<file path="src/rtl/rpps_pkg.sv">
// Constants and carrier types of the radar pulse power sequencer.
package rpps_pkg;
  localparam int unsigned CLK_MHZ = 125;
  localparam int unsigned FRAME_MS = 150;
  localparam int unsigned BB_LEAD_MS = 20;
  localparam int unsigned TR_LEAD_MS = 1;
  localparam int unsigned BB_TAIL_US = 1000;
  localparam int unsigned PRT_US = 500;
  localparam int unsigned XCVR_PW_NS = 5000;
  localparam int unsigned TR_PW_NS = 20000;
  localparam int unsigned SEG_A_NS = 1000;
  localparam int unsigned SEG_B_NS = 500;
  localparam int unsigned SEG_D_NS = 200;
  localparam int unsigned SEG_E_NS = 200;
  localparam int unsigned FRAME_CYC = FRAME_MS * 1000 * CLK_MHZ;
  localparam int unsigned BB_LEAD_CYC = BB_LEAD_MS * 1000 * CLK_MHZ;
  localparam int unsigned TR_LEAD_CYC = TR_LEAD_MS * 1000 * CLK_MHZ;
  localparam int unsigned BB_TAIL_CYC = BB_TAIL_US * CLK_MHZ;
  localparam int unsigned PRT_CYC = PRT_US * CLK_MHZ;
  localparam logic [31:0] XCVR_PW_CYC = 32'((XCVR_PW_NS * CLK_MHZ + 999) / 1000);
  localparam logic [31:0] TR_PW_CYC = 32'((TR_PW_NS * CLK_MHZ + 999) / 1000);
  localparam logic [31:0] SEG_A_CYC = 32'((SEG_A_NS * CLK_MHZ + 999) / 1000);
  localparam logic [31:0] SEG_B_CYC = 32'((SEG_B_NS * CLK_MHZ + 999) / 1000);
  localparam logic [31:0] SEG_D_CYC = 32'((SEG_D_NS * CLK_MHZ + 999) / 1000);
  localparam logic [31:0] SEG_E_CYC = 32'((SEG_E_NS * CLK_MHZ + 999) / 1000);
  localparam logic [31:0] SEG_FIX_CYC = SEG_A_CYC + SEG_B_CYC + SEG_D_CYC + SEG_E_CYC;
  localparam logic [15:0] N_SAMPLES_RST = 16'h0080;
  localparam logic [15:0] N_SKIP_RST = 16'h0028;
  localparam logic [7:0] OFS_CTRL = 8'h00;
  localparam logic [7:0] OFS_FRAME = 8'h04;
  localparam logic [7:0] OFS_NSAMP = 8'h08;
  localparam logic [7:0] OFS_NSKIP = 8'h0C;
  localparam logic [7:0] OFS_PW = 8'h10;
  localparam logic [7:0] OFS_PRT = 8'h14;
  localparam logic [7:0] OFS_TRPW = 8'h18;
  localparam logic [7:0] OFS_STATUS = 8'h1C;
  localparam logic [7:0] OFS_FCOUNT = 8'h20;
  typedef enum logic [1:0] {
    RPPS_IDLE = 2'h0,
    RPPS_LEAD = 2'h1,
    RPPS_TRAIN = 2'h3,
    RPPS_OFF = 2'h2
  } rpps_fsm_t;
  typedef struct packed {
    logic enable;
    logic [31:0] frame_time;
    logic [15:0] n_samples;
    logic [15:0] n_skip;
    logic [31:0] pulse_width;
    logic [31:0] prt;
    logic [31:0] tr_width;
  } rpps_cfg_t;
  typedef struct packed {
    rpps_fsm_t fsm;
    logic [31:0] frame_count;
  } rpps_stat_t;
endpackage : rpps_pkg

</file>
<file path="src/rtl/rpps_top.sv">
// Frame and pulse sequencer that duty-cycles the radar front-end enables.
//
// The address map and the APB interface to the registers were chosen for this implementation.
`timescale 1ns/100ps
module rpps_top #(
  parameter int unsigned FRAME_CYC = rpps_pkg::FRAME_CYC,
  parameter int unsigned PRT_CYC = rpps_pkg::PRT_CYC,
  parameter int unsigned BB_LEAD_CYC = rpps_pkg::BB_LEAD_CYC,
  parameter int unsigned TR_LEAD_CYC = rpps_pkg::TR_LEAD_CYC,
  parameter int unsigned BB_TAIL_CYC = rpps_pkg::BB_TAIL_CYC
) (
  input wire logic clk_sys,
  input wire logic srst,
  input wire logic ce,
  input wire logic psel,
  input wire logic penable,
  input wire logic pwrite,
  input wire logic [7:0] paddr,
  input wire logic [31:0] pwdata,
  output logic [31:0] prdata,
  output logic pready,
  output logic pslverr,
  output logic transceiver_supply_enable,
  output logic transmit_path_enable,
  output logic temp_ref_supply_enable,
  output logic sample_hold_switch_control,
  output logic baseband_stage_enable,
  output logic sample_strobe,
  output logic sample_discard,
  output logic [15:0] sample_index
);
  localparam logic [31:0] BB_LEAD_W = 32'(BB_LEAD_CYC);
  localparam logic [31:0] TR_START_W = 32'(BB_LEAD_CYC - TR_LEAD_CYC);
  localparam logic [31:0] BB_TAIL_W = 32'(BB_TAIL_CYC);
  localparam logic [31:0] SH_START = rpps_pkg::SEG_A_CYC + rpps_pkg::SEG_B_CYC;

  typedef struct packed {
    rpps_pkg::rpps_fsm_t fsm;
    logic [31:0] frame_cnt;
    logic [31:0] prt_cnt;
    logic [15:0] pulse_idx;
    logic [31:0] tail_cnt;
    logic [31:0] frame_count;
    logic xcvr;
    logic tx;
    logic tr;
    logic sh;
    logic bb;
    logic strobe;
    logic discard;
    logic [15:0] index;
  } rpps_seq_t;

  rpps_seq_t seq_ff;
  rpps_seq_t nxt_seq;
  rpps_pkg::rpps_cfg_t cfg;
  rpps_pkg::rpps_stat_t stat;
  logic [31:0] sh_len;
  logic [16:0] total;
  logic train;

  function automatic logic in_win(input logic [31:0] v, input logic [31:0] lo,
                                  input logic [31:0] hi);
    in_win = (v >= lo) && (v < hi);
  endfunction : in_win

  rpps_apb_regs #(
    .FRAME_CYC(FRAME_CYC),
    .PRT_CYC(PRT_CYC)
  ) u_regs (
    .clk_sys(clk_sys),
    .srst(srst),
    .ce(ce),
    .psel(psel),
    .penable(penable),
    .pwrite(pwrite),
    .paddr(paddr),
    .pwdata(pwdata),
    .prdata(prdata),
    .pready(pready),
    .pslverr(pslverr),
    .stat(stat),
    .cfg(cfg)
  );

  assign stat = '{fsm: seq_ff.fsm, frame_count: seq_ff.frame_count};

  always_comb begin
    // Only the sample-and-hold segment stretches with the pulse width.
    sh_len = (cfg.pulse_width > rpps_pkg::SEG_FIX_CYC) ?
             cfg.pulse_width - rpps_pkg::SEG_FIX_CYC : 32'h0000_0001;
    total = {1'b0, cfg.n_samples} + {1'b0, cfg.n_skip};
    train = seq_ff.fsm == rpps_pkg::RPPS_TRAIN;
    nxt_seq = seq_ff;
    // Enables are decoded from the present state and registered.
    nxt_seq.xcvr = train && (seq_ff.prt_cnt < rpps_pkg::SEG_FIX_CYC + sh_len);
    nxt_seq.tx = train && in_win(seq_ff.prt_cnt, rpps_pkg::SEG_A_CYC,
                                 SH_START + sh_len + rpps_pkg::SEG_D_CYC);
    nxt_seq.sh = train && in_win(seq_ff.prt_cnt, SH_START, SH_START + sh_len);
    nxt_seq.tr = (seq_ff.fsm == rpps_pkg::RPPS_LEAD &&
                  in_win(seq_ff.frame_cnt, TR_START_W, BB_LEAD_W)) ||
                 (train && seq_ff.prt_cnt < cfg.tr_width);
    nxt_seq.bb = seq_ff.fsm == rpps_pkg::RPPS_LEAD || train ||
                 (seq_ff.fsm == rpps_pkg::RPPS_OFF && seq_ff.tail_cnt != 32'h0000_0000);
    nxt_seq.strobe = train && seq_ff.prt_cnt == SH_START + sh_len;
    if (train && seq_ff.prt_cnt == SH_START + sh_len) begin
      nxt_seq.discard = seq_ff.pulse_idx < cfg.n_skip;
      nxt_seq.index = seq_ff.pulse_idx;
    end
    case (seq_ff.fsm)
      rpps_pkg::RPPS_IDLE: begin
        nxt_seq.frame_cnt = 32'h0000_0000;
        if (cfg.enable) begin
          nxt_seq.fsm = rpps_pkg::RPPS_LEAD;
        end
      end
      rpps_pkg::RPPS_LEAD: begin
        nxt_seq.frame_cnt = seq_ff.frame_cnt + 32'h0000_0001;
        if (seq_ff.frame_cnt == BB_LEAD_W - 32'h0000_0001) begin
          nxt_seq.fsm = rpps_pkg::RPPS_TRAIN;
          nxt_seq.prt_cnt = 32'h0000_0000;
          nxt_seq.pulse_idx = 16'h0000;
        end
      end
      rpps_pkg::RPPS_TRAIN: begin
        nxt_seq.frame_cnt = seq_ff.frame_cnt + 32'h0000_0001;
        nxt_seq.prt_cnt = seq_ff.prt_cnt + 32'h0000_0001;
        if (seq_ff.prt_cnt >= cfg.prt - 32'h0000_0001) begin
          nxt_seq.prt_cnt = 32'h0000_0000;
          if ({1'b0, seq_ff.pulse_idx} == total - 17'h0_0001) begin
            nxt_seq.fsm = rpps_pkg::RPPS_OFF;
            nxt_seq.tail_cnt = BB_TAIL_W;
          end else begin
            nxt_seq.pulse_idx = seq_ff.pulse_idx + 16'h0001;
          end
        end
      end
      rpps_pkg::RPPS_OFF: begin
        nxt_seq.frame_cnt = seq_ff.frame_cnt + 32'h0000_0001;
        if (seq_ff.tail_cnt != 32'h0000_0000) begin
          nxt_seq.tail_cnt = seq_ff.tail_cnt - 32'h0000_0001;
        end
      end
      default: nxt_seq.fsm = rpps_pkg::RPPS_IDLE;
    endcase
    // The frame end restarts the next frame whatever the phase.
    if (seq_ff.fsm != rpps_pkg::RPPS_IDLE &&
        seq_ff.frame_cnt >= cfg.frame_time - 32'h0000_0001) begin
      nxt_seq.fsm = rpps_pkg::RPPS_LEAD;
      nxt_seq.frame_cnt = 32'h0000_0000;
      nxt_seq.tail_cnt = 32'h0000_0000;
      nxt_seq.frame_count = seq_ff.frame_count + 32'h0000_0001;
    end
    if (!cfg.enable) begin
      nxt_seq.fsm = rpps_pkg::RPPS_IDLE;
      nxt_seq.frame_cnt = 32'h0000_0000;
    end
  end

  always_ff @(posedge clk_sys) begin
    if (srst) begin
      seq_ff <= '0;
    end else if (ce) begin
      seq_ff <= nxt_seq;
    end
  end

  assign transceiver_supply_enable = seq_ff.xcvr;
  assign transmit_path_enable = seq_ff.tx;
  assign temp_ref_supply_enable = seq_ff.tr;
  assign sample_hold_switch_control = seq_ff.sh;
  assign baseband_stage_enable = seq_ff.bb;
  assign sample_strobe = seq_ff.strobe;
  assign sample_discard = seq_ff.discard;
  assign sample_index = seq_ff.index;
endmodule : rpps_top

</file>
<file path="src/rtl/rpps_apb_regs.sv">
// APB register file of the radar pulse power sequencer.
`timescale 1ns/100ps
module rpps_apb_regs #(
  parameter int unsigned FRAME_CYC = rpps_pkg::FRAME_CYC,
  parameter int unsigned PRT_CYC = rpps_pkg::PRT_CYC
) (
  input wire logic clk_sys,
  input wire logic srst,
  input wire logic ce,
  input wire logic psel,
  input wire logic penable,
  input wire logic pwrite,
  input wire logic [7:0] paddr,
  input wire logic [31:0] pwdata,
  output logic [31:0] prdata,
  output logic pready,
  output logic pslverr,
  input wire rpps_pkg::rpps_stat_t stat,
  output rpps_pkg::rpps_cfg_t cfg
);
  typedef struct packed {
    rpps_pkg::rpps_cfg_t cfg;
    logic [31:0] rdata;
    logic err;
    logic rdy;
  } rpps_regs_t;

  localparam rpps_regs_t REGS_RST = '{
    cfg: '{
      enable: 1'b0,
      frame_time: 32'(FRAME_CYC),
      n_samples: rpps_pkg::N_SAMPLES_RST,
      n_skip: rpps_pkg::N_SKIP_RST,
      pulse_width: rpps_pkg::XCVR_PW_CYC,
      prt: 32'(PRT_CYC),
      tr_width: rpps_pkg::TR_PW_CYC
    },
    rdata: 32'h0000_0000,
    err: 1'b0,
    rdy: 1'b0
  };

  rpps_regs_t regs_ff;
  rpps_regs_t nxt_regs;

  // Read data and the error answer are captured in the setup cycle.
  always_comb begin
    nxt_regs = regs_ff;
    nxt_regs.rdy = psel && !regs_ff.rdy;
    if (psel && !regs_ff.rdy) begin
      nxt_regs.err = 1'b0;
      case (paddr)
        rpps_pkg::OFS_CTRL: nxt_regs.rdata = {31'h0000_0000, regs_ff.cfg.enable};
        rpps_pkg::OFS_FRAME: nxt_regs.rdata = regs_ff.cfg.frame_time;
        rpps_pkg::OFS_NSAMP: nxt_regs.rdata = {16'h0000, regs_ff.cfg.n_samples};
        rpps_pkg::OFS_NSKIP: nxt_regs.rdata = {16'h0000, regs_ff.cfg.n_skip};
        rpps_pkg::OFS_PW: nxt_regs.rdata = regs_ff.cfg.pulse_width;
        rpps_pkg::OFS_PRT: nxt_regs.rdata = regs_ff.cfg.prt;
        rpps_pkg::OFS_TRPW: nxt_regs.rdata = regs_ff.cfg.tr_width;
        rpps_pkg::OFS_STATUS: nxt_regs.rdata = {30'h0000_0000, stat.fsm};
        rpps_pkg::OFS_FCOUNT: nxt_regs.rdata = stat.frame_count;
        default: begin
          nxt_regs.rdata = 32'h0000_0000;
          nxt_regs.err = 1'b1;
        end
      endcase
    end
    if (psel && penable && regs_ff.rdy && pwrite) begin
      case (paddr)
        rpps_pkg::OFS_CTRL: nxt_regs.cfg.enable = pwdata[0];
        rpps_pkg::OFS_FRAME: nxt_regs.cfg.frame_time = pwdata;
        rpps_pkg::OFS_NSAMP: nxt_regs.cfg.n_samples = pwdata[15:0];
        rpps_pkg::OFS_NSKIP: nxt_regs.cfg.n_skip = pwdata[15:0];
        rpps_pkg::OFS_PW: nxt_regs.cfg.pulse_width = pwdata;
        rpps_pkg::OFS_PRT: nxt_regs.cfg.prt = pwdata;
        rpps_pkg::OFS_TRPW: nxt_regs.cfg.tr_width = pwdata;
        default: ;
      endcase
    end
  end

  always_ff @(posedge clk_sys) begin
    if (srst) begin
      regs_ff <= REGS_RST;
    end else if (ce) begin
      regs_ff <= nxt_regs;
    end
  end

  assign pready = regs_ff.rdy && ce;
  assign prdata = regs_ff.rdata;
  assign pslverr = regs_ff.err;
  assign cfg = regs_ff.cfg;
endmodule : rpps_apb_regs

</file>
<file path="config.mk">
export PLATFORM = sky130hd
export DESIGN_NAME = rpps_top
export DESIGN_NICKNAME = d
export VERILOG_FILES = /design/src/rtl/rpps_pkg.sv /design/src/rtl/rpps_top.sv /design/src/rtl/rpps_apb_regs.sv
export SDC_FILE = /design/constraint.sdc
export NUM_CORES = 1
export LEC_CHECK = 0
export CAP_MARGIN = 10
export CORE_MARGIN = 3
export CORE_UTILIZATION = 30
export DETAILED_ROUTE_END_ITERATION = 8
export DONT_BUFFER_PORTS = 1
export MAX_ROUTING_LAYER = met4
export PLACE_DENSITY = 0.44
export SYNTH_ARGS = -nofsm -noshare
export SYNTH_HDL_FRONTEND = slang
export SYNTH_SLANG_ARGS = --single-unit
</file>
<file path="constraint.sdc">
create_clock -name clk_sys -period 5.91 [get_ports clk_sys]
set_input_delay 0.8865 -clock clk_sys [delete_from_list [all_inputs] [get_ports clk_sys]]
set_output_delay 0.8865 -clock clk_sys [all_outputs]
set_load 0.01 [all_outputs]
</file>
==> summary.txt <==
Min path
  – WHS Endpoint: baseband_stage_enable$_SDFFE_PP0P_
  – Hold depth: 1
  – Worst hold start: ce
  – Worst min-delay path category: in -> reg

Die
  – I/O pin total: slightly above 100
  – Die width: 302 µm
  – Die area: between 0.09 and 0.1 mm²
  – Placement Rows: between 100 and 150
  – Die height: approximately 300 µm
  – Core Region: ~0.086 mm²
  – Initial Util: a little under a third

Route
  – M1 WL: 44.7 mm
  – Drt drc: 0
  – Total number of vias: around 24,000
  – Starting DRT DRC Count: between 1,500 and 2,000
  – Via density per instance: roughly 5.3
  – Final Routed Wirelength: about 94 mm
  – DRT Pass-1 Iters: 8
  – Post-route ant nets: 0
  – WL met2: ~43 mm
  – Top layer in use: met4
  – Routed wl met3: ~5.4 mm
  – Avg WL per Cell: roughly 21 µm

Placed design
  – HPWL after DPL: ~70 mm
  – Area after DPL: between 0.02 and 0.03 mm²
  – Dpl cells: approximately 4,500
  – Port bufs: 0
  – GP Congestion: approximately 0.88

Global routing
  – Grt ovf: 0
  – First-pass GRT wire length: ~140 mm
  – GRT Total Usage: 20.8%
  – Vias in the first global route: approximately 23,000
  – Antenna violations before repair: 5
  – Largest net degree at the start of global routing: about 260

Critical path
  – Reg2reg setup slack: 0.33 ns
  – Worst-case reg-to-reg path depth: 21
  – Crit Reg-Reg Startpoint: u_regs.cfg[39]$_SDFFE_PP0P_
  – CP endpoint kind: register
  – Worst R2R End: seq_ff[70]$_SDFFE_PP0P_
  – CP Data Arrival Time: ~6.1 ns
  – WS Path Type: reg -> reg
  – Worst path slowest cell: or4_1
  – Most frequent CP cell: a21o_1
  – WP data required: around 6.4 ns
  – CP peak stage delay: 0.58 ns
  – Worst-path fanout max: 19
  – Worst setup SP type: register
  – Crit-path cells: or4_1, nor3_1, nand3_1, or2_2, nor3b_1, buf_4, nand2_1, xor2_1, ha_1, a21o_1, a21o_1, a21o_1, a21o_1, a211o_1, o211ai_1, nand3_1, a31o_2, a31oi_1, buf_4, a21oi_1, o221a_2

CTS
  – Clock Pin Slew Worst Setup and Hold Paths: 0.06 ns
  – CTS Hold Buffers Added: 0
  – H-tree depth: 2
  – Post-CTS sizing: 0
  – Longest Clk Path Bufs: 3
  – Clk Latency, worst-skew pair: about 0.60 ns
  – Total CTS buffers: 47
  – TritonCTS clock tree: built
  – Post-CTS Setup Bufs: 0
  – Sink Count: roughly 360
  – Clk root buf: clkbuf_16

Cells and area
  – Syn-to-layout area delta: 11.1%
  – Fin nets: 3,661
  – Layout cell share with drive strength beyond 1: between 7 and 8%
  – Register area: 0.00729 mm²
  – Final Util: approximately a third
  – Fillers: roughly 9,200
  – Cell area after layout: slightly below 0.03 mm²
  – Fin cells: between 4,000 and 5,000
  – Footprint of the multi-input gates: 0.0175 mm²

Timing
  – Slew Viols, Final: 0
  – Final Hold Fails: 0
  – Worst slew margin: 22.3%
  – Clock period minus worst slack: between 5 and 6 ns
  – RSZ-0062 raised after global routing: false
  – Max Freq: roughly 180 MHz
  – Worst Skew: 0.0269 ns
  – Setup_tns: 0 ns
  – Worst slew pin tran: between 1 and 1.5 ns
  – Period utilisation layout: 94.5%
  – Final setup fails: 0

Logic synthesis
  – #FFs+latches synth: 364
  – Count of unique library cells instantiated by Yosys: 91
  – Top_reg_cell synth: dfxtp_1
  – Sequential fraction of the synthesis area: ~28%
  – Fraction of registers with async set/reset: 0%
  – Synth warnings: 0
  – EDFF count, synth: 0
  – Synth Net Count: 3,724
  – Mapped Cells: 3,419
  – Syn Std Cell Area: approximately 0.026 mm²
  – Avg Inst Size Synth: approximately 7.7 µm²

Power
  – Leak Pwr: between 10 and 15 nW
  – Peak VDD IR: between 0.2 and 0.3 mV
  – Power Dens Cells: around 190 mW/mm²

Status
  – Status: finished clean

Job
  – Max-cap viol count: 0
synth_stat cells, types with 11 or more instances:
| library cell | instances | share of area (%) |
|---|---|---|
| a21o_1 | 78 | 2.2 |
| or2_2 | 11 | 0.26 |
| nor2_1 | 289 | 4.1 |
| buf_4 | 50 | 1.4 |
| a21oi_1 | 331 | 6.3 |
| nand4_1 | 58 | 1.4 |
| o21a_1 | 21 | 0.60 |
| xnor2_1 | 142 | 4.7 |
| a22oi_1 | 37 | 1.1 |
| inv_1 | 150 | 2.1 |
| a31oi_1 | 18 | 0.43 |
| clkbuf_1 | 143 | 2.0 |
| or4_1 | 17 | 0.49 |
| a22o_1 | 21 | 0.70 |
| ha_1 | 258 | 12 |
| nand2b_1 | 33 | 0.79 |
| mux2i_1 | 31 | 1.2 |
| dfxtp_1 | 364 | 28 |
| buf_2 | 15 | 0.29 |
| and2_1 | 24 | 0.57 |
| nand2_1 | 486 | 7.0 |
| xor2_1 | 102 | 3.4 |
| nor2b_1 | 31 | 0.74 |
| a311oi_1 | 23 | 0.77 |
| nand3_1 | 103 | 2.0 |
| or3_1 | 50 | 1.2 |
| o211ai_1 | 24 | 0.69 |
| buf_1 | 12 | 0.17 |
| a222oi_1 | 16 | 0.61 |
| a221oi_1 | 16 | 0.53 |
| o21ai_0 | 124 | 2.4 |
| nor3_1 | 88 | 1.7 |
| and3_1 | 44 | 1.0 |
| nor4_1 | 48 | 1.1 |
per-stage QoR:
step	hold slack (ns)	setup WS [ns]	power, mW
final	0.389	0.326	5.50
after global routing	0.357	0.00461	5.68
after CTS	0.334	0.213	5.59
after detailed placement	0.448	0.217	2.56
after global placement	0.443	0.288	2.56
after floorplan	0.431	0.00238	2.57
routing by layer:
layer	vias up	track usage, %
met3	100	3.45
met1	11300	28.5
met4	0	3.67
li1	12000	-
met2	549	32.5
met5	-	-
registers in the layout, summed over array words and instances, names as in the netlist:
signal and count:
u_regs.cfg 161, sample_strobe 1, sample_hold_switch_control 1, sample_discard 1
seq_ff 146, u_regs.prdata 32, u_regs.pslverr 1, temp_ref_supply_enable 1
transmit_path_enable 1, transceiver_supply_enable 1, u_regs.regs_ff 1, baseband_stage_enable 1
sample_index 16
final cells by class:
class | instances | share of cell area, %
inverter | 150 | 1.93
clock inverter | 19 | 0.829
timing repair buffer | 109 | 2.81
antenna | 2 | 0.0172
clock buffer | 63 | 4.55
sequential | 364 | 25.0
multi-input combinational | 2684 | 59.9
tap | 1144 | 4.91
power breakdown:
group / switching (mW) / total, mW / internal (mW)
clock: 1.20 / 2.99 / 1.79
combinational: 0.0380 / 0.0513 / 0.0133
sequential: 0.00328 / 2.46 / 2.46
worst max-delay path, delay by kind of cell, from the launching register on:
family,cells,cell delay (ns)
fa+ha+maj,1,0.30
simple gates,7,2.08
xor+xnor,1,0.17
compound gates,10,2.09
flops,1,0.37
buf+inv,2,0.45
worst max path at each step:
| stage | to | startpoint | cells past startpoint | slack [ns] |
|---|---|---|---|---|
| after floorplan | transmit_path_enable$_SDFFE_PP0P_ | u_regs.cfg[87]$_SDFFE_PP0P_ | 24 | 0.002 |
| after global placement | transmit_path_enable$_SDFFE_PP0P_ | u_regs.cfg[65]$_SDFFE_PP0P_ | 24 | 0.29 |
| after detailed placement | transmit_path_enable$_SDFFE_PP0P_ | u_regs.cfg[87]$_SDFFE_PP0P_ | 22 | 0.22 |
| after CTS | transmit_path_enable$_SDFFE_PP0P_ | u_regs.cfg[87]$_SDFFE_PP0P_ | 22 | 0.21 |
| after global routing | seq_ff[54]$_SDFFE_PP0P_ | u_regs.cfg[134]$_SDFFE_PP0P_ | 22 | 0.005 |
| final | seq_ff[70]$_SDFFE_PP0P_ | u_regs.cfg[39]$_SDFFE_PP0P_ | 21 | 0.33 |
logic make-up after synthesis:
| kind of cell | count (synthesis) | synth area share, % |
|---|---|---|
| simple gates | 1339 | 24.6 |
| buf+inv | 371 | 6.13 |
| compound gates | 808 | 19.6 |
| mux | 32 | 1.23 |
| xor+xnor | 246 | 8.27 |
| fa+ha+maj | 259 | 12.4 |
| flops | 364 | 27.8 |
cell usage in the layout, fill, tap and decap left out, drive strengths merged, types with 26 or more instances in the layout:
| cell type | instances |
|---|---|
| xor2 | 103 |
| a22oi | 38 |
| inv | 155 |
| nand2b | 33 |
| o211ai | 26 |
| nand4 | 58 |
| nand3 | 104 |
| nor2b | 31 |
| clkbuf | 64 |
| xnor2 | 143 |
| ha | 258 |
| a21oi | 333 |
| nor4 | 56 |
| nor3 | 92 |
| o21ai | 131 |
| dfxtp | 364 |
| nor2 | 292 |
| nand2 | 487 |
| and3 | 44 |
| buf | 108 |
| or3 | 51 |
| a21o | 78 |
| mux2i | 31 |
Note: power is estimated with default switching activity, not from simulation.
